$ cat src/hw/eeprom_ctrl_pkg.sv
// package: eeprom controller register map, field layout, codes and timing
// Notes on behaviour
// - read command loads addressed byte into data
// - enabled write stores data byte at address
// - reload reruns loader, ready drops meanwhile
// - write unanswered for 30 ms sets timeout
// - missing ack or bad code sets timeout
// - clock held low over 30 ms sets timeout
// - bus not won in 1.92 s sets timeout
// - timeout bit 17, resets zero, write-one clears
// - loaded bit 16 set on good load, w1c
// - loaded clears on resets and reload start
// - data byte in 7:0, upper bits read zero
package eeprom_ctrl_pkg;
	// clock and derived timing
	localparam int unsigned CLK_HZ      = 40_000_000;
	localparam int unsigned I2C_HZ      = 100_000;
	localparam int unsigned WR_TMO_MS   = 30;
	localparam int unsigned STRETCH_MS  = 30;
	localparam int unsigned ACQ_MS      = 1920;
	localparam int unsigned WR_TMO_CYC  = WR_TMO_MS * (CLK_HZ / 1000);
	localparam int unsigned STRETCH_CYC = STRETCH_MS * (CLK_HZ / 1000);
	localparam int unsigned ACQ_CYC     = ACQ_MS * (CLK_HZ / 1000);
	localparam int unsigned QTR_DIV     = CLK_HZ / (4 * I2C_HZ);
	// register map, byte addresses
	localparam int unsigned ADDR_W       = 12;
	localparam logic [11:0] OFF_HWCFG    = 12'h074;
	localparam logic [11:0] OFF_CMD      = 12'h1b4;
	localparam logic [11:0] OFF_DATA     = 12'h1b8;
	localparam logic [11:0] OFF_IRQ_ST   = 12'h1c0;
	localparam logic [11:0] OFF_IRQ_MASK = 12'h1c4;
	// field positions and reset values
	localparam int unsigned CMD_BUSY_BIT = 31;
	localparam int unsigned CMD_CODE_LSB = 28;
	localparam int unsigned TMO_BIT      = 17;
	localparam int unsigned LOADED_BIT   = 16;
	localparam int unsigned READY_BIT    = 0;
	localparam int unsigned IRQ_DONE     = 0;
	localparam int unsigned IRQ_TMO      = 1;
	localparam int unsigned IRQ_LOADED   = 2;
	localparam logic [15:0] ADDR_RST     = 16'h0000;
	localparam logic [7:0]  DATA_RST     = 8'h00;
	// command codes
	localparam logic [2:0] CMD_READ   = 3'h0;
	localparam logic [2:0] CMD_WDIS   = 3'h1;
	localparam logic [2:0] CMD_WEN    = 3'h2;
	localparam logic [2:0] CMD_WRITE  = 3'h3;
	localparam logic [2:0] CMD_RELOAD = 3'h7;
	// eeprom bus addressing and loader
	localparam logic [6:0]  DEV_ADDR  = 7'h50;
	localparam logic [15:0] LOAD_ADDR = 16'h0000;
	localparam logic [7:0]  LOAD_SIG  = 8'ha5;
	// axi responses
	localparam logic [1:0] RESP_OKAY   = 2'h0;
	localparam logic [1:0] RESP_SLVERR = 2'h2;
	// byte engine operations
	typedef enum logic [1:0] {
		OP_START = 2'h0,
		OP_WRITE = 2'h1,
		OP_READ  = 2'h3,
		OP_STOP  = 2'h2
	} i2c_op_t;
endpackage

$ cat src/hw/eeprom_controller.sv
// eeprom_controller: axi4-lite command/data registers driving a serial eeprom
`timescale 1ns/10ps
module eeprom_controller #(
	parameter int unsigned WR_TMO_CYC  = eeprom_ctrl_pkg::WR_TMO_CYC,
	parameter int unsigned STRETCH_CYC = eeprom_ctrl_pkg::STRETCH_CYC,
	parameter int unsigned ACQ_CYC     = eeprom_ctrl_pkg::ACQ_CYC,
	parameter int unsigned QTR_DIV     = eeprom_ctrl_pkg::QTR_DIV
) (
	// clock and reset
	input  wire logic        aclk,
	input  wire logic        aresetn,
	// soft resets, level, synchronous
	input  wire logic        digital_rst,
	input  wire logic        host_mac_soft_reset,
	// axi4-lite write address
	input  wire logic        awvalid,
	output logic             awready,
	input  wire logic [11:0] awaddr,
	// axi4-lite write data
	input  wire logic        wvalid,
	output logic             wready,
	input  wire logic [31:0] wdata,
	input  wire logic [3:0]  wstrb,
	// axi4-lite write response
	output logic             bvalid,
	input  wire logic        bready,
	output logic [1:0]       bresp,
	// axi4-lite read address
	input  wire logic        arvalid,
	output logic             arready,
	input  wire logic [11:0] araddr,
	// axi4-lite read data
	output logic             rvalid,
	input  wire logic        rready,
	output logic [31:0]      rdata,
	output logic [1:0]       rresp,
	// interrupt
	output logic             irq,
	// eeprom bus, open drain
	input  wire logic        scl_in,
	output logic             scl_out,
	output logic             scl_oe,
	input  wire logic        sda_in,
	output logic             sda_out,
	output logic             sda_oe
);
	import eeprom_ctrl_pkg::*;

	// sequencer states, gray along the read path
	typedef enum logic [3:0] {
		C_IDLE   = 4'h0,
		C_START  = 4'h1,
		C_CTRL   = 4'h3,
		C_AHI    = 4'h2,
		C_ALO    = 4'h6,
		C_RSTART = 4'h7,
		C_RCTRL  = 4'h5,
		C_RDATA  = 4'h4,
		C_STOP   = 4'hc,
		C_WDATA  = 4'hd
	} seq_t;

	seq_t        seq_r;
	logic        issued_r, write_op_r, reload_r, poll_r, pend_poll_r, err_r, sig_ok_r;
	logic        wr_en_r, ready_r, ev_done_r, ev_tmo_r, ev_load_r, ev_rd_r;
	logic [2:0]  code_r, irq_st_r, irq_mask_r;
	logic [15:0] addr_r, eff_addr;
	logic [7:0]  data_r, eng_tx, eng_rx;
	logic        timeout_r, loaded_r, aw_hold_r, w_hold_r, busy, wr_fire, sel_cmd;
	logic [31:0] wtmo_r, wdata_r, wmask, rd_word;
	logic [11:0] awaddr_r, rd_addr;
	logic [3:0]  wstrb_r;
	logic        start_cmd, reload_start, wtmo_hit, qtick, eng_valid, eng_ready;
	i2c_op_t     eng_op;
	logic        eng_done, eng_fail, eng_acked, rd_ok;

	if (WR_TMO_CYC < 1 || QTR_DIV < 2) begin : g_bad_par
		$error("eeprom_controller: timing parameters out of range");
	end

	// byte strobes to a bit mask
	function automatic logic [31:0] strb_mask(input logic [3:0] s);
		strb_mask = {{8{s[3]}}, {8{s[2]}}, {8{s[1]}}, {8{s[0]}}};
	endfunction

	// write channel: address and data taken in either order, one at a time
	assign awready  = !aw_hold_r;
	assign wready   = !w_hold_r;
	assign wr_fire  = aw_hold_r && w_hold_r && !bvalid;
	assign wmask    = strb_mask(wstrb_r);
	assign sel_cmd  = wr_fire && awaddr_r == OFF_CMD;
	assign busy     = seq_r != C_IDLE || ev_done_r;
	// a command write while busy starts nothing and leaves the fields; its w1c flag clears still apply
	assign start_cmd    = sel_cmd && !busy && wmask[CMD_BUSY_BIT] && wdata_r[CMD_BUSY_BIT];
	assign reload_start = start_cmd && wdata_r[CMD_CODE_LSB +: 3] == CMD_RELOAD;

	always_ff @(posedge aclk) begin
		if (!aresetn) begin
			aw_hold_r <= 1'b0;
			w_hold_r  <= 1'b0;
			awaddr_r  <= 12'h000;
			wdata_r   <= 32'h0000_0000;
			wstrb_r   <= 4'h0;
			bvalid    <= 1'b0;
			bresp     <= RESP_OKAY;
		end else begin
			if (awvalid && awready) begin
				aw_hold_r <= 1'b1;
				awaddr_r  <= {awaddr[ADDR_W-1:2], 2'b00};
			end
			if (wvalid && wready) begin
				w_hold_r <= 1'b1;
				wdata_r  <= wdata;
				wstrb_r  <= wstrb;
			end
			if (wr_fire) begin
				aw_hold_r <= 1'b0;
				w_hold_r  <= 1'b0;
				bvalid    <= 1'b1;
				bresp     <= (awaddr_r == OFF_CMD || awaddr_r == OFF_DATA ||
					awaddr_r == OFF_HWCFG || awaddr_r == OFF_IRQ_ST ||
					awaddr_r == OFF_IRQ_MASK) ? RESP_OKAY : RESP_SLVERR;
			end else if (bvalid && bready) begin
				bvalid <= 1'b0;
			end
		end
	end

	// address, code and data fields; software writes ignored while busy
	always_ff @(posedge aclk) begin
		if (!aresetn) begin
			addr_r <= ADDR_RST;
			code_r <= CMD_READ;
			data_r <= DATA_RST;
		end else begin
			if (sel_cmd && !busy) begin
				addr_r <= (addr_r & ~wmask[15:0]) | (wdata_r[15:0] & wmask[15:0]);
				if (wmask[CMD_CODE_LSB])
					code_r <= wdata_r[CMD_CODE_LSB +: 3];
			end
			if (ev_rd_r)
				data_r <= eng_rx;
			else if (wr_fire && awaddr_r == OFF_DATA && !busy)
				data_r <= (data_r & ~wmask[7:0]) | (wdata_r[7:0] & wmask[7:0]);
		end
	end

	// sticky flags: a set in the clearing cycle wins
	always_ff @(posedge aclk) begin
		if (!aresetn) begin
			timeout_r  <= 1'b0;
			loaded_r   <= 1'b0;
			irq_st_r   <= 3'h0;
			irq_mask_r <= 3'h0;
		end else begin
			timeout_r <= ev_tmo_r | (timeout_r &
				~(sel_cmd && wmask[TMO_BIT] && wdata_r[TMO_BIT]));
			loaded_r <= ev_load_r | (loaded_r &
				~(sel_cmd && wmask[LOADED_BIT] && wdata_r[LOADED_BIT]) &
				~digital_rst & ~host_mac_soft_reset & ~reload_start);
			irq_st_r <= {ev_load_r, ev_tmo_r, ev_done_r} | (irq_st_r &
				~((wr_fire && awaddr_r == OFF_IRQ_ST) ? wdata_r[2:0] & wmask[2:0] : 3'h0));
			if (wr_fire && awaddr_r == OFF_IRQ_MASK && wmask[0])
				irq_mask_r <= wdata_r[2:0];
		end
	end

	assign irq = |(irq_st_r & irq_mask_r);

	// write-cycle timer runs only while acknowledge polling
	assign wtmo_hit = wtmo_r >= WR_TMO_CYC;

	always_ff @(posedge aclk) begin
		if (!aresetn || !poll_r)
			wtmo_r <= 32'h0000_0000;
		else if (!wtmo_hit)
			wtmo_r <= wtmo_r + 32'h0000_0001;
	end

	// engine request for the current sequencer state
	assign eff_addr  = reload_r ? LOAD_ADDR : addr_r;
	assign eng_valid = seq_r != C_IDLE && !issued_r;
	assign eng_op    = (seq_r == C_START || seq_r == C_RSTART) ? OP_START :
		(seq_r == C_STOP) ? OP_STOP : (seq_r == C_RDATA) ? OP_READ : OP_WRITE;
	assign eng_tx    = (seq_r == C_CTRL)  ? {DEV_ADDR, 1'b0} :
		(seq_r == C_RCTRL) ? {DEV_ADDR, 1'b1} :
		(seq_r == C_AHI)   ? eff_addr[15:8] :
		(seq_r == C_ALO)   ? eff_addr[7:0] : data_r;

	// command sequencer
	always_ff @(posedge aclk) begin
		if (!aresetn) begin
			seq_r       <= C_IDLE;
			issued_r    <= 1'b0;
			write_op_r  <= 1'b0;
			reload_r    <= 1'b0;
			poll_r      <= 1'b0;
			pend_poll_r <= 1'b0;
			err_r       <= 1'b0;
			sig_ok_r    <= 1'b0;
			wr_en_r     <= 1'b0;
			ready_r     <= 1'b1;
			ev_done_r   <= 1'b0;
			ev_tmo_r    <= 1'b0;
			ev_load_r   <= 1'b0;
			ev_rd_r     <= 1'b0;
		end else begin
			ev_done_r <= 1'b0;
			ev_tmo_r  <= 1'b0;
			ev_load_r <= 1'b0;
			ev_rd_r   <= 1'b0;
			if (eng_valid && eng_ready)
				issued_r <= 1'b1;
			if (start_cmd) begin
				err_r       <= 1'b0;
				poll_r      <= 1'b0;
				pend_poll_r <= 1'b0;
				sig_ok_r    <= 1'b0;
				write_op_r  <= wdata_r[CMD_CODE_LSB +: 3] == CMD_WRITE;
				reload_r    <= wdata_r[CMD_CODE_LSB +: 3] == CMD_RELOAD;
				case (wdata_r[CMD_CODE_LSB +: 3])
					CMD_READ: seq_r <= C_START;
					CMD_WRITE: begin
						// write while disabled completes with no bus traffic
						if (wr_en_r)
							seq_r <= C_START;
						else
							ev_done_r <= 1'b1;
					end
					CMD_WEN: begin
						wr_en_r   <= 1'b1;
						ev_done_r <= 1'b1;
					end
					CMD_WDIS: begin
						wr_en_r   <= 1'b0;
						ev_done_r <= 1'b1;
					end
					CMD_RELOAD: begin
						seq_r   <= C_START;
						ready_r <= 1'b0;
					end
					default: begin
						ev_tmo_r  <= 1'b1;
						ev_done_r <= 1'b1;
					end
				endcase
			end else if (eng_done) begin
				issued_r <= 1'b0;
				if (seq_r == C_STOP || eng_fail) begin
					if (pend_poll_r && !err_r && !eng_fail) begin
						seq_r  <= C_START;
						poll_r <= 1'b1;
					end else begin
						seq_r       <= C_IDLE;
						poll_r      <= 1'b0;
						pend_poll_r <= 1'b0;
						ready_r     <= 1'b1;
						ev_done_r   <= 1'b1;
						ev_tmo_r    <= err_r | eng_fail;
						ev_load_r   <= reload_r && sig_ok_r && !err_r && !eng_fail;
						ev_rd_r     <= !reload_r && !write_op_r && !err_r && !eng_fail;
					end
				end else if (eng_op == OP_WRITE && !eng_acked &&
					!(poll_r && seq_r == C_CTRL)) begin
					// a missing ack releases the bus with a stop before reporting
					err_r <= 1'b1;
					seq_r <= C_STOP;
				end else begin
					case (seq_r)
						C_START: seq_r <= C_CTRL;
						C_CTRL: begin
							if (poll_r) begin
								seq_r <= C_STOP;
								if (eng_acked)
									pend_poll_r <= 1'b0;
								else if (wtmo_hit)
									err_r <= 1'b1;
							end else begin
								seq_r <= C_AHI;
							end
						end
						C_AHI: seq_r <= C_ALO;
						C_ALO: seq_r <= write_op_r ? C_WDATA : C_RSTART;
						C_WDATA: begin
							seq_r       <= C_STOP;
							pend_poll_r <= 1'b1;
						end
						C_RSTART: seq_r <= C_RCTRL;
						C_RCTRL: seq_r <= C_RDATA;
						C_RDATA: begin
							seq_r    <= C_STOP;
							sig_ok_r <= eng_rx == LOAD_SIG;
						end
						default: seq_r <= C_STOP;
					endcase
				end
			end
		end
	end

	// read mux; reserved bits read zero
	assign rd_addr = {araddr[ADDR_W-1:2], 2'b00};

	always_comb begin
		rd_word = 32'h0000_0000;
		rd_ok   = 1'b1;
		case (rd_addr)
			OFF_CMD: begin
				rd_word[CMD_BUSY_BIT]          = busy;
				rd_word[CMD_CODE_LSB +: 3]     = code_r;
				rd_word[TMO_BIT]               = timeout_r;
				rd_word[LOADED_BIT]            = loaded_r;
				rd_word[15:0]                  = addr_r;
			end
			OFF_DATA:     rd_word[7:0] = data_r;
			OFF_HWCFG:    rd_word[READY_BIT] = ready_r;
			OFF_IRQ_ST:   rd_word[2:0] = irq_st_r;
			OFF_IRQ_MASK: rd_word[2:0] = irq_mask_r;
			default:      rd_ok = 1'b0;
		endcase
	end

	// read channel: one outstanding read
	assign arready = !rvalid;

	always_ff @(posedge aclk) begin
		if (!aresetn) begin
			rvalid <= 1'b0;
			rdata  <= 32'h0000_0000;
			rresp  <= RESP_OKAY;
		end else if (arvalid && arready) begin
			rvalid <= 1'b1;
			rdata  <= rd_word;
			rresp  <= rd_ok ? RESP_OKAY : RESP_SLVERR;
		end else if (rvalid && rready) begin
			rvalid <= 1'b0;
		end
	end

	tick_divider #(
		.DIV (QTR_DIV)
	) u_div (
		.aclk    (aclk),
		.aresetn (aresetn),
		.tick    (qtick)
	);

	i2c_byte_engine #(
		.STRETCH_CYC (STRETCH_CYC),
		.ACQ_CYC     (ACQ_CYC)
	) u_eng (
		.aclk     (aclk),
		.aresetn  (aresetn),
		.qtick    (qtick),
		.op_valid (eng_valid),
		.op_ready (eng_ready),
		.op       (eng_op),
		.tx_byte  (eng_tx),
		.rx_nack  (1'b1),
		.op_done  (eng_done),
		.op_fail  (eng_fail),
		.acked    (eng_acked),
		.rx_byte  (eng_rx),
		.scl_in   (scl_in),
		.scl_out  (scl_out),
		.scl_oe   (scl_oe),
		.sda_in   (sda_in),
		.sda_out  (sda_out),
		.sda_oe   (sda_oe)
	);
endmodule

$ cat src/hw/i2c_byte_engine.sv
// i2c_byte_engine: start, stop, byte write and byte read on open-drain lines
`timescale 1ns/10ps
module i2c_byte_engine #(
	parameter int unsigned STRETCH_CYC = eeprom_ctrl_pkg::STRETCH_CYC,
	parameter int unsigned ACQ_CYC     = eeprom_ctrl_pkg::ACQ_CYC
) (
	// clock, reset and quarter-bit enable
	input  wire logic                     aclk,
	input  wire logic                     aresetn,
	input  wire logic                     qtick,
	// operation request
	input  wire logic                     op_valid,
	output logic                          op_ready,
	input  wire eeprom_ctrl_pkg::i2c_op_t op,
	input  wire logic [7:0]               tx_byte,
	input  wire logic                     rx_nack,
	// operation result
	output logic                          op_done,
	output logic                          op_fail,
	output logic                          acked,
	output logic [7:0]                    rx_byte,
	// open-drain bus lines
	input  wire logic                     scl_in,
	output logic                          scl_out,
	output logic                          scl_oe,
	input  wire logic                     sda_in,
	output logic                          sda_out,
	output logic                          sda_oe
);
	import eeprom_ctrl_pkg::*;

	typedef enum logic [1:0] {
		E_IDLE  = 2'h0,
		E_START = 2'h1,
		E_BITS  = 2'h3,
		E_STOP  = 2'h2
	} eng_t;

	eng_t        st_r;
	logic [1:0]  ph_r;
	logic [3:0]  bit_r;
	logic [8:0]  sh_r;
	logic        scl_rel_r, sda_rel_r, blocked, wait_hit;
	logic [31:0] wait_r;

	if (STRETCH_CYC < 1 || ACQ_CYC < 1) begin : g_bad_tmo
		$error("i2c_byte_engine: timeouts must be non-zero");
	end

	// lines are only ever pulled low; released means oe off
	assign op_ready = st_r == E_IDLE;
	assign scl_out  = 1'b0;
	assign sda_out  = 1'b0;
	assign scl_oe   = ~scl_rel_r;
	assign sda_oe   = ~sda_rel_r;

	// phase 2 waits for scl high (stretch) and, before a start, for a free bus
	assign blocked  = st_r != E_IDLE && ph_r == 2'h2 &&
		!(scl_in && (st_r != E_START || sda_in));
	assign wait_hit = wait_r >= ((st_r == E_START) ? ACQ_CYC : STRETCH_CYC);

	// phase sequencer: 0 set data, 1 release clock, 2 sample, 3 pull clock
	always_ff @(posedge aclk) begin
		if (!aresetn) begin
			st_r      <= E_IDLE;
			ph_r      <= 2'h0;
			bit_r     <= 4'h0;
			sh_r      <= 9'h000;
			scl_rel_r <= 1'b1;
			sda_rel_r <= 1'b1;
			wait_r    <= 32'h0000_0000;
			op_done   <= 1'b0;
			op_fail   <= 1'b0;
			acked     <= 1'b0;
			rx_byte   <= 8'h00;
		end else begin
			op_done <= 1'b0;
			op_fail <= 1'b0;
			if (st_r == E_IDLE) begin
				if (op_valid) begin
					st_r  <= (op == OP_START) ? E_START : (op == OP_STOP) ? E_STOP : E_BITS;
					ph_r  <= 2'h0;
					bit_r <= 4'h0;
					sh_r  <= (op == OP_READ) ? {8'hff, rx_nack} : {tx_byte, 1'b1};
				end
			end else if (blocked) begin
				wait_r <= wait_r + 32'h0000_0001;
				// give up and let go of both lines
				if (wait_hit) begin
					st_r      <= E_IDLE;
					op_done   <= 1'b1;
					op_fail   <= 1'b1;
					scl_rel_r <= 1'b1;
					sda_rel_r <= 1'b1;
					wait_r    <= 32'h0000_0000;
				end
			end else if (qtick) begin
				wait_r <= 32'h0000_0000;
				ph_r   <= ph_r + 2'h1;
				unique case (ph_r)
					2'h0: sda_rel_r <= (st_r == E_BITS) ? sh_r[8] : (st_r == E_START);
					2'h1: scl_rel_r <= 1'b1;
					2'h2: begin
						if (st_r == E_BITS)
							sh_r <= {sh_r[7:0], sda_in};
						else
							sda_rel_r <= st_r == E_STOP;
					end
					2'h3: begin
						if (st_r != E_STOP)
							scl_rel_r <= 1'b0;
						bit_r <= bit_r + 4'h1;
						if (st_r != E_BITS || bit_r == 4'h8) begin
							st_r    <= E_IDLE;
							op_done <= 1'b1;
						end
						if (st_r == E_BITS && bit_r == 4'h8) begin
							rx_byte <= sh_r[8:1];
							acked   <= ~sh_r[0];
						end
					end
				endcase
			end
		end
	end
endmodule

$ cat src/hw/tick_divider.sv
// tick_divider: one-cycle enable pulse every DIV clocks
`timescale 1ns/10ps
module tick_divider #(
	parameter int unsigned DIV = eeprom_ctrl_pkg::QTR_DIV
) (
	// clock and reset
	input  wire logic aclk,
	input  wire logic aresetn,
	// enable pulse
	output logic      tick
);
	import eeprom_ctrl_pkg::*;

	logic [15:0] cnt_r;

	if (DIV < 2 || DIV > 65536) begin : g_bad_div
		$error("tick_divider: DIV out of range");
	end

	// free-running count, pulse on wrap
	always_ff @(posedge aclk) begin
		if (!aresetn) begin
			cnt_r <= 16'h0000;
			tick  <= 1'b0;
		end else begin
			tick  <= cnt_r == 16'(DIV - 1);
			cnt_r <= (cnt_r == 16'(DIV - 1)) ? 16'h0000 : cnt_r + 16'h0001;
		end
	end
endmodule
$ cat config.mk
export PLATFORM = sky130hd
export DESIGN_NAME = eeprom_controller
export DESIGN_NICKNAME = d
export VERILOG_FILES = /design/src/hw/eeprom_ctrl_pkg.sv /design/src/hw/eeprom_controller.sv /design/src/hw/i2c_byte_engine.sv /design/src/hw/tick_divider.sv
export SDC_FILE = /design/constraint.sdc
export NUM_CORES = 1
export LEC_CHECK = 0
export BUFFER_PORTS_ARGS = -buffer_cell sky130_fd_sc_hd__buf_2
export CAP_MARGIN = 10
export CORE_AREA = 10 10 215 217
export DETAILED_ROUTE_END_ITERATION = 10
export DIE_AREA = 0 0 225 227
export PLACE_DENSITY_LB_ADDON = 0.1
export SLEW_MARGIN = 20
export SYNTH_ARGS = -nofsm -noshare
export SYNTH_HDL_FRONTEND = slang
export SYNTH_SLANG_ARGS = --single-unit
$ cat constraint.sdc
create_clock -name aclk -period 3.5 [get_ports aclk]
set_input_delay 0.35 -clock aclk [delete_from_list [all_inputs] [get_ports aclk]]
set_output_delay 0.35 -clock aclk [all_outputs]
set_load 0.02 [all_outputs]
==> impl_summary.log, run 1 <==
[metrics] outcome: complete, no violations
[metrics] leakage power summed over all cells: around 4.6 nW
[metrics] Syn Area/Cell: 8.122 µm²
[metrics] capturing element type of the critical path: register
[metrics] max-slew violation count: 0
[metrics] clock sink count: 227
[metrics] area share of the leading cell type in the synthesized netlist: 0.4385
[metrics] grt total ovfl: 0
[metrics] H-tree lvl count: 1
[metrics] max-capacitance violation count: 0
[metrics] maximum number of pins on one net before global-route repair: 97
[metrics] slew at the pin closest to its max-slew limit: 986.7 ps
[metrics] final layout net count: roughly 1400
[metrics] top-count cell post-synth: sky130_fd_sc_hd__dfxtp_1
[metrics] effective utilization at floorplan: 0.2482
[metrics] clk slew on worst S/H paths: ~50 ps
[metrics] IO Count: 117
[metrics] CTS resizes: 0
[metrics] area enclosed by the die boundary: 0.05108 mm²
[metrics] Clk Tree Root Cell: sky130_fd_sc_hd__clkbuf_16
[metrics] count of endpoints failing hold in the final timing report: 0
[metrics] post-CTS setup buffer count: 0
[metrics] Cell Rows: between 70 and 80
[metrics] final number of setup-violating endpoints: 0
[metrics] Hold WS: about 40 ps
[metrics] FFs w/ async S/R, synth: 0
[metrics] number of cells after detailed placement: approximately 1900
[metrics] Residual DRC: 0
[metrics] leading post-synthesis cells by instance count: 227 x sky130_fd_sc_hd__dfxtp_1, 182 x sky130_fd_sc_hd__nand2_1, 161 x sky130_fd_sc_hd__nor2_1
[metrics] vias in the first global route: 8816
[metrics] top cells by area in the synthesized netlist: sky130_fd_sc_hd__dfxtp_1 44%, sky130_fd_sc_hd__nand2_1 6.6%, sky130_fd_sc_hd__nor2_1 5.8%
[metrics] global-route wire length before repair: 49.36 mm
[metrics] Post-Layout Inst Area: roughly 0.012 mm²
[metrics] crit path launch type: register
[metrics] total via count after detailed routing: 8942
[metrics] Post-Synthesis Cell Area: 0.01036 mm²
[metrics] RSZ-0062 raised after global routing: false
[metrics] vertical extent of the die: about 230 µm
[metrics] DR pass1 iterations: 5
[metrics] sequential-to-total area share from yosys stat: 0.4385
[metrics] minimum clock period: 2991 ps
[metrics] Tcrit/Tclk final: 0.8546
[metrics] Power Density: ~490 mW/mm²
[metrics] flops & latches, synth: 227
[metrics] Placer Congestion: 0.7687
[metrics] GR Util All Layers: 0.1189
[metrics] Critical R2R Launch: u_eng.st_r[1]
[metrics] origin of the worst setup path: u_eng.st_r[1]
[metrics] Post-Place Cell Area: 0.01140 mm²
[metrics] Synthesis Warnings: 0
[metrics] die width: about 230 µm
[metrics] Achievable Freq: 334.3 MHz
[metrics] drt via density: roughly 4.7
[metrics] violation count after the first detailed-route iteration: 418
[metrics] number of non-filler instances in the completed layout: 1914
[metrics] Final ANT Viol Nets: 0
[metrics] HPWL after DPL: 22.42 mm
[metrics] wirelength, routed: roughly 31 mm
[metrics] P&R area growth vs syn: 19.99%
[metrics] Crit path arrival time: 3420 ps
[metrics] Max Buffers Root-to-Sink: 3
[metrics] number of distinct library cells after synthesis: 69
[metrics] total clock buffers created by CTS: 29
[metrics] Top FF cell, synth: sky130_fd_sc_hd__dfxtp_1
[metrics] Core ar.: 0.04176 mm²
[metrics] clock tree from TritonCTS: built
[metrics] Max-slew headroom: 0.3406
[metrics] HP Start: wdata[17]
[metrics] synthesized netlist cell count: 1276
[metrics] highest fanout seen on the critical path: 17
[metrics] post-synthesis cell type with the largest combined area: sky130_fd_sc_hd__dfxtp_1
[metrics] maximum resistive drop on vdd: 0.3339 mV
[metrics] antenna diode instance count: 0
[metrics] Clk Latency, worst-skew pair: 550 ps
[metrics] Port-buffer cells: between 80 and 90
[metrics] antenna violations before repair: 0
[metrics] path category of the worst min-delay check: input pin to register
[metrics] critical path class: register to register
[metrics] share of layout cells above drive strength 1: 0.1295
[metrics] required time at the worst-slack endpoint: 3930 ps
[metrics] Post-synth EDFFs: 0
[metrics] final total negative setup slack: 0 ps
[metrics] post-DR wirelength/cell: 16.19 µm
[metrics] setup skew after layout: 18.13 ps
[metrics] hold buffer count at CTS: 1
[where the power goes]
| part | switching, mW | internal (mW) |
|---|---|---|
| sequential | 0.0400 | 2.62 |
| clock | 1.13 | 2.01 |
| combinational | 0.161 | 0.0771 |
| total | 1.33 | 4.71 |
[cell type report]
class | count | area (µm²)
Sequential cell | 227 | 4544
Timing Repair Buffer | 116 | 665.6
Multi-Input combinational cell | 950 | 5415
Fill cell | 4461 | 29320
Tap cell | 539 | 674.4
Clock buffer | 46 | 889.6
Inverter | 31 | 121.4
Clock inverter | 5 | 125.1
[placed cells by master, fill, tap and decap left out, drive strengths merged, types with 31 or more instances in the layout]
master,count
nor3,33
clkbuf,46
xor2,44
dfxtp,227
nand3,74
buf,115
inv,31
a21oi,112
nor2,162
and3,36
nand2,182
[metrics by stage]
stage            util  total power [mW]  setup WS, ps
2_1_floorplan       -             2.867         599.9
5_1_grt        0.2978             6.287         260.2
3_3_place_gp   0.2731             2.961         468.7
4_1_cts        0.2976             6.176         445.0
6_report       0.2978             6.044         509.0
3_5_place_dp   0.2731             2.962         456.1
[path summary, 6_finish.rpt]
path                       to  slack (ps)  cells after the start
max          u_eng.wait_r[31]         510                     11
max reg2reg  u_eng.wait_r[31]         510                     11
min reg2reg          rdata[8]         450                      2
min               wdata_r[17]          40                      3
[logic make-up (layout without fill, tap and decap cells)]
family | after synthesis | in the layout | synth area share
simple gates | 595 | 595 | 0.2702
compound gates | 233 | 233 | 0.1404
xor+xnor | 56 | 56 | 0.04733
flops | 227 | 227 | 0.4385
buf+inv | 112 | 198 | 0.04720
mux | 29 | 29 | 0.02825
other cells | 1 | 14 | 0.0003618
fa+ha+maj | 23 | 23 | 0.02777
[critical path: stages (launching register included)]
cell	delay, ps
sky130_fd_sc_hd__dfxtp_1	320
sky130_fd_sc_hd__inv_1	110
sky130_fd_sc_hd__ha_1	180
sky130_fd_sc_hd__inv_1	70
sky130_fd_sc_hd__ha_1	290
sky130_fd_sc_hd__nand2_1	70
sky130_fd_sc_hd__or4_1	410
sky130_fd_sc_hd__or4_4	520
sky130_fd_sc_hd__o2111a_2	320
sky130_fd_sc_hd__o21ai_4	330
sky130_fd_sc_hd__buf_12	200
sky130_fd_sc_hd__nor2_1	60
[layer usage]
metal  part of all wire  vias to the layer above  track usage
li1                   -                     4591            -
met5                  0                        -            0
met4              0.023                        0      0.03729
met1               0.47                     4166       0.1523
met2               0.47                      138       0.2014
met3              0.036                       47      0.01866
(Power assumes the default switching activity.)
==> inputs of run 2 (changes only) <==
BUFFER_PORTS_ARGS = default   (was -buffer_cell sky130_fd_sc_hd__buf_2)
CORE_AREA = 10 10 158 160   (was 10 10 215 217)
DIE_AREA = 0 0 168 170   (was 0 0 225 227)
DONT_BUFFER_PORTS = 1   (was default)
==> run 2 against run 1 <==
  * Combinational power shrank 10%
  * Power shrank 11%
  * Clock skew grew 4.7 ps
  * Final cell count shrank 16%
  * Critical path type unchanged
  * Count of clock-buffer cells in the layout shrank 4
  * Highest routed layer unchanged
  * Clock power shrank 21%
  * Sequential share of layout area grew 1.9 points
  * Global-route usage grew 5.9 points
  * Hold slack lost 25 ps
  * Via count shrank 1.4%
  * Maximum frequency shrank 3.2%
==> impl_summary.log, run 2 (same netlist as run 1, synthesis figures left out) <==
[metrics] clock tree from TritonCTS: built
[metrics] DR pass1 iterations: 5
[metrics] highest fanout seen on the critical path: 17
[metrics] effective utilization at floorplan: 0.4778
[metrics] setup skew after layout: 22.84 ps
[metrics] total via count after detailed routing: 8817
[metrics] Cell Rows: 54
[metrics] path category of the worst min-delay check: input pin to register
[metrics] vertical extent of the die: 170 µm
[metrics] vias in the first global route: between 8000 and 9000
[metrics] HPWL after DPL: around 18 mm
[metrics] clock sink count: approximately 230
[metrics] capturing element type of the critical path: register
[metrics] GR Util All Layers: 0.1779
[metrics] die width: 168 µm
[metrics] Power Density: around 450 mW/mm²
[metrics] post-CTS setup buffer count: 0
[metrics] critical path class: register to register
[metrics] final layout net count: 1397
[metrics] Tcrit/Tclk final: 0.8828
[metrics] Placer Congestion: around 0.84
[metrics] final number of setup-violating endpoints: 0
[metrics] wirelength, routed: 26.07 mm
[metrics] antenna violations before repair: 0
[metrics] Max-slew headroom: 0.3236
[metrics] max-slew violation count: 0
[metrics] violation count after the first detailed-route iteration: 550
[metrics] maximum number of pins on one net before global-route repair: 91
[metrics] Max Buffers Root-to-Sink: 3
[metrics] antenna diode instance count: 0
[metrics] outcome: complete, no violations
[metrics] maximum resistive drop on vdd: 0.4133 mV
[metrics] Clk Latency, worst-skew pair: between 500 and 600 ps
[metrics] IO Count: 117
[metrics] commonest cells after routing, fill and taps aside: 227 x sky130_fd_sc_hd__dfxtp_1, 182 x sky130_fd_sc_hd__nand2_1, 161 x sky130_fd_sc_hd__nor2_1
[metrics] most common library cell in the layout ignoring fill and taps: sky130_fd_sc_hd__dfxtp_1
[metrics] filler cell count: 2022
[metrics] crit path launch type: register
[metrics] Clk Tree Root Cell: sky130_fd_sc_hd__clkbuf_16
[metrics] RSZ-0062 raised after global routing: false
[metrics] Final ANT Viol Nets: 0
[metrics] grt total ovfl: 0
[metrics] Crit path arrival time: 3490 ps
[metrics] leakage power summed over all cells: 4.250 nW
[metrics] slew at the pin closest to its max-slew limit: 1011 ps
[metrics] Post-Place Cell Area: 0.01062 mm²
[metrics] Post-Layout Inst Area: approximately 0.012 mm²
[metrics] final total negative setup slack: 0 ps
[metrics] total clock buffers created by CTS: 25
[metrics] Achievable Freq: 323.7 MHz
[metrics] required time at the worst-slack endpoint: between 3000 and 4000 ps
[metrics] share of layout cells above drive strength 1: 0.05833
[metrics] area enclosed by the die boundary: 0.02856 mm²
[metrics] global-route wire length before repair: between 40 and 50 mm
[metrics] Residual DRC: 0
[metrics] Port-buffer cells: 0
[metrics] clk slew on worst S/H paths: 60 ps
[metrics] post-DR wirelength/cell: 16.29 µm
[metrics] max-capacitance violation count: 0
[metrics] drt via density: 5.511
[metrics] minimum clock period: between 3000 and 4000 ps
[metrics] CTS resizes: 0
[metrics] Core ar.: about 0.022 mm²
[metrics] H-tree lvl count: 1
[metrics] count of endpoints failing hold in the final timing report: 0
[metrics] P&R area growth vs syn: 14.10%
-- run 2: cell types whose count changed in the layout (fill, tap and decap cells not counted), sizes merged --
cell	previous run	this run
buf	115	25
inv	31	32
dlygate4sd3	1	43
clkbuf	46	42
bufinv	4	0
-- run 2: worst paths after layout --
check / end / slack [ps] / depth (start not counted) / from
setup reg to reg: u_eng.wait_r[28] / 410 / 11 / u_eng.st_r[1]
hold reg to reg: wdata_r[31] / 450 / 2 / wdata_r[31]
setup / recovery: u_eng.wait_r[28] / 410 / 11 / u_eng.st_r[1]
hold / removal: u_eng.scl_rel_r / 10 / 2 / aresetn
-- run 2: through the flow --
step | setup WS [ps] | cells | hold WS [ps] | utilization | power [mW]
2_1_floorplan | 599.9 | 1289 | 419.4 | - | 2.867
3_3_place_gp | 459.3 | 1513 | 442.5 | 0.4897 | 2.894
3_5_place_dp | 411.1 | 1513 | 445.6 | 0.4897 | 2.897
4_1_cts | 388.7 | 1600 | 3.391 | 0.5452 | 5.424
5_1_grt | 199.1 | 1600 | 8.146 | 0.5452 | 5.553
6_report | 410.3 | 1600 | 14.81 | 0.5452 | 5.360
-- run 2: final cells by class --
type,instances,area [µm²],share of cell area
multi-input cells,950,5408,0.4573
flip-flops and latches,227,4544,0.3843
clock buffers,42,759.5,0.06423
well taps,280,350.3,0.02963
repair buffers,68,630.6,0.05333
inverters,31,118.9,0.01005
clock inverters,2,13.76,0.001164
-- run 2: what timing repair did --
item                                    CTS  global route
endpoints found under the setup margin    0             0
hold endpoints to repair                 63             0
hold buffers                             43             0
-- run 2: worst max-delay path: stages, from the launching register on --
cell and delay (ps):
sky130_fd_sc_hd__dfxtp_1 330, sky130_fd_sc_hd__inv_1 120, sky130_fd_sc_hd__ha_1 180, sky130_fd_sc_hd__inv_1 120
sky130_fd_sc_hd__ha_1 320, sky130_fd_sc_hd__nand2_1 60, sky130_fd_sc_hd__or4_1 410, sky130_fd_sc_hd__or4_4 530
sky130_fd_sc_hd__o2111a_2 330, sky130_fd_sc_hd__o21ai_4 320, sky130_fd_sc_hd__buf_12 200, sky130_fd_sc_hd__nor2_1 60
-- run 2: power breakdown --
group,internal (mW),switching (mW)
logic,0.0799,0.134
registers,2.62,0.0489
clock network,1.46,1.01
total,4.17,1.19
-- run 2: layer usage --
layer | track usage | wire length [µm] | vias to the layer above
met1 | 0.2257 | 11690 | 4102
li1 | - | - | 4491
met4 | 0.04580 | 541 | 0
met2 | 0.3026 | 12540 | 186
met3 | 0.03525 | 1302 | 38
met5 | 0 | 0 | -
==> inputs of run 3 (changes only) <==
HOLD_SLACK_MARGIN = 0.08   (was default)
==> run 3 against run 2 <==
  * Largest power group unchanged
  * Via count fell by 0.57%
  * Register-to-register slack about the same
  * Utilization is 0.092 points higher
  * Wire length fell by 0.35%
  * Worst setup slack better by 4.3 ps
  * Critical path type unchanged
==> impl_summary.log, run 3 (same netlist as run 1, synthesis figures left out) <==
[metrics] Post-Place Cell Area: 0.01062 mm²
[metrics] Post-Layout Inst Area: 0.01185 mm²
[metrics] outcome: complete, no violations
[metrics] path category of the worst min-delay check: input pin to register
[metrics] max-slew violation count: 0
[metrics] global-route wire length before repair: 43.46 mm
[metrics] maximum resistive drop on vdd: 0.4149 mV
[metrics] most common library cell in the layout ignoring fill and taps: sky130_fd_sc_hd__dfxtp_1
[metrics] highest fanout seen on the critical path: 17
[metrics] commonest cells after routing, fill and taps aside: 227 x sky130_fd_sc_hd__dfxtp_1, 182 x sky130_fd_sc_hd__nand2_1, 161 x sky130_fd_sc_hd__nor2_1
[metrics] max-capacitance violation count: 0
[metrics] clk slew on worst S/H paths: 60 ps
[metrics] Residual DRC: 0
[metrics] critical path class: register to register
[metrics] count of endpoints failing hold in the final timing report: 0
[metrics] family with the most delay on the worst path: simple AND/OR/NAND/NOR gates
[metrics] Final ANT Viol Nets: 0
[metrics] minimum clock period: 3085 ps
[metrics] clock tree from TritonCTS: built
[metrics] Max-slew headroom: 0.3634
[metrics] Tcrit/Tclk final: 0.8816
[metrics] Largest stage delay, worst path: 530 ps
[metrics] setup skew after layout: 25.05 ps
[metrics] worst slack, placed: 411.1 ps
[metrics] Hold EP: u_eng.sda_rel_r
[metrics] vertical extent of the die: ~170 µm
[metrics] Crit path arrival time: 3490 ps
[metrics] effective utilization at floorplan: 0.4778
[metrics] antenna diode instance count: 0
[metrics] number of cells after detailed placement: ~1500
[metrics] RSZ-0062 raised after global routing: false
[metrics] DR pass1 iterations: 5
[metrics] final total negative setup slack: 0 ps
[metrics] Clk Latency, worst-skew pair: 530 ps
[metrics] IO Count: 117
[metrics] vias in the first global route: 8432
[metrics] drt via density: 5.476
[metrics] min setup slack post-route: 414.5 ps
[metrics] total via count after detailed routing: 8767
[metrics] Critical Path Slowest Stage Cell: sky130_fd_sc_hd__or4_4
[metrics] Achievable Freq: 324.1 MHz
[metrics] Power Density: about 450 mW/mm²
[metrics] area enclosed by the die boundary: 0.02856 mm²
[metrics] final number of setup-violating endpoints: 0
[metrics] share of layout cells above drive strength 1: 0.05905
[metrics] total clock buffers created by CTS: 25
[metrics] CTS resizes: 0
[metrics] depth of the most critical reg-to-reg path: 11
[metrics] post-DR wirelength/cell: 16.22 µm
[metrics] Max Buffers Root-to-Sink: 3
[metrics] required time at the worst-slack endpoint: 3900 ps
[metrics] leakage power summed over all cells: 4.257 nW
[metrics] Core ar.: between 0.02 and 0.025 mm²
[metrics] Port-buffer cells: 0
[metrics] origin of the worst setup path: u_eng.st_r[1]
[metrics] worst hold path cell count: 2
[metrics] HP Start: aresetn
[metrics] P&R area growth vs syn: 14.29%
[metrics] Cell Rows: 54
[metrics] filler cell count: 2023
[metrics] final layout net count: 1398
[metrics] wirelength, routed: 25.98 mm
[metrics] Critical R2R Launch: u_eng.st_r[1]
[metrics] H-tree lvl count: 1
[metrics] maximum number of pins on one net before global-route repair: 91
[metrics] Clk Tree Root Cell: sky130_fd_sc_hd__clkbuf_16
[metrics] end-of-flow core utilization: 0.5462
[metrics] grt total ovfl: 0
[metrics] violation count after the first detailed-route iteration: 506
[metrics] die width: 168 µm
[metrics] destination of the worst register-to-register timing path: u_eng.wait_r[28]
[metrics] clock sink count: approximately 230
[metrics] number of non-filler instances in the completed layout: 1601
[metrics] crit path launch type: register
[metrics] critical path, cell by cell: inv_1 -> ha_1 -> inv_1 -> ha_1 -> nand2_1 -> or4_1 -> or4_4 -> o2111a_2 -> o21ai_4 -> buf_12 -> nor2_1
[metrics] slew at the pin closest to its max-slew limit: 954.9 ps
[metrics] buffer and inverter count on the worst path: 3
[metrics] capturing element type of the critical path: register
[metrics] Placer Congestion: roughly 0.84
[metrics] setup slack, reg-to-reg: 410 ps
[metrics] GR Util All Layers: 0.1773
[metrics] antenna violations before repair: 0
[metrics] HPWL after DPL: 18.18 mm
run 3: power by group:
group / leakage, nW / internal [mW] / switching, mW
logic: 2.04 / 0.0814 / 0.134
clock network: 0.379 / 1.46 / 1.01
registers: 1.84 / 2.62 / 0.0491
run 3: cell type report:
cell class                      count  area, µm²  share of cell area
Clock inverter                      2      13.76            0.001162
Inverter                           31      118.9             0.01003
Multi-Input combinational cell    950       5408              0.4565
Timing Repair Buffer               69      650.6             0.05493
Clock buffer                       42      759.5             0.06412
Sequential cell                   227       4544              0.3836
Tap cell                          280      350.3             0.02958
run 3: worst max-delay path by stage:
stage | end | cells after the start
after global placement | u_eng.wait_r[28] | 11
after CTS | u_eng.wait_r[28] | 11
after floorplan | u_eng.scl_rel_r | 10
after detailed placement | u_eng.wait_r[29] | 11
final | u_eng.wait_r[28] | 11
after global routing | u_eng.wait_r[28] | 11
run 3: through the flow:
stage	power [mW]	hold slack (ps)
floorplan	2.867	419.4
global placement	2.894	442.5
detailed placement	2.897	445.6
CTS	5.425	87.43
global route	5.555	102.9
finish	5.360	113.5
run 3: routing by layer:
| metal | track usage | vias up | wire length (µm) |
|---|---|---|---|
| li1 | - | 4493 | - |
| met1 | 0.2263 | 4080 | 11860 |
| met2 | 0.3007 | 157 | 12460 |
| met3 | 0.03386 | 37 | 1104 |
| met4 | 0.04542 | 0 | 547 |
| met5 | 0 | - | 0 |
run 3: repair_timing:
action,4_1_cts,5_1_grt
buffers inserted,0,0
hold buffers,44,0
endpoints found under the hold margin,68,0
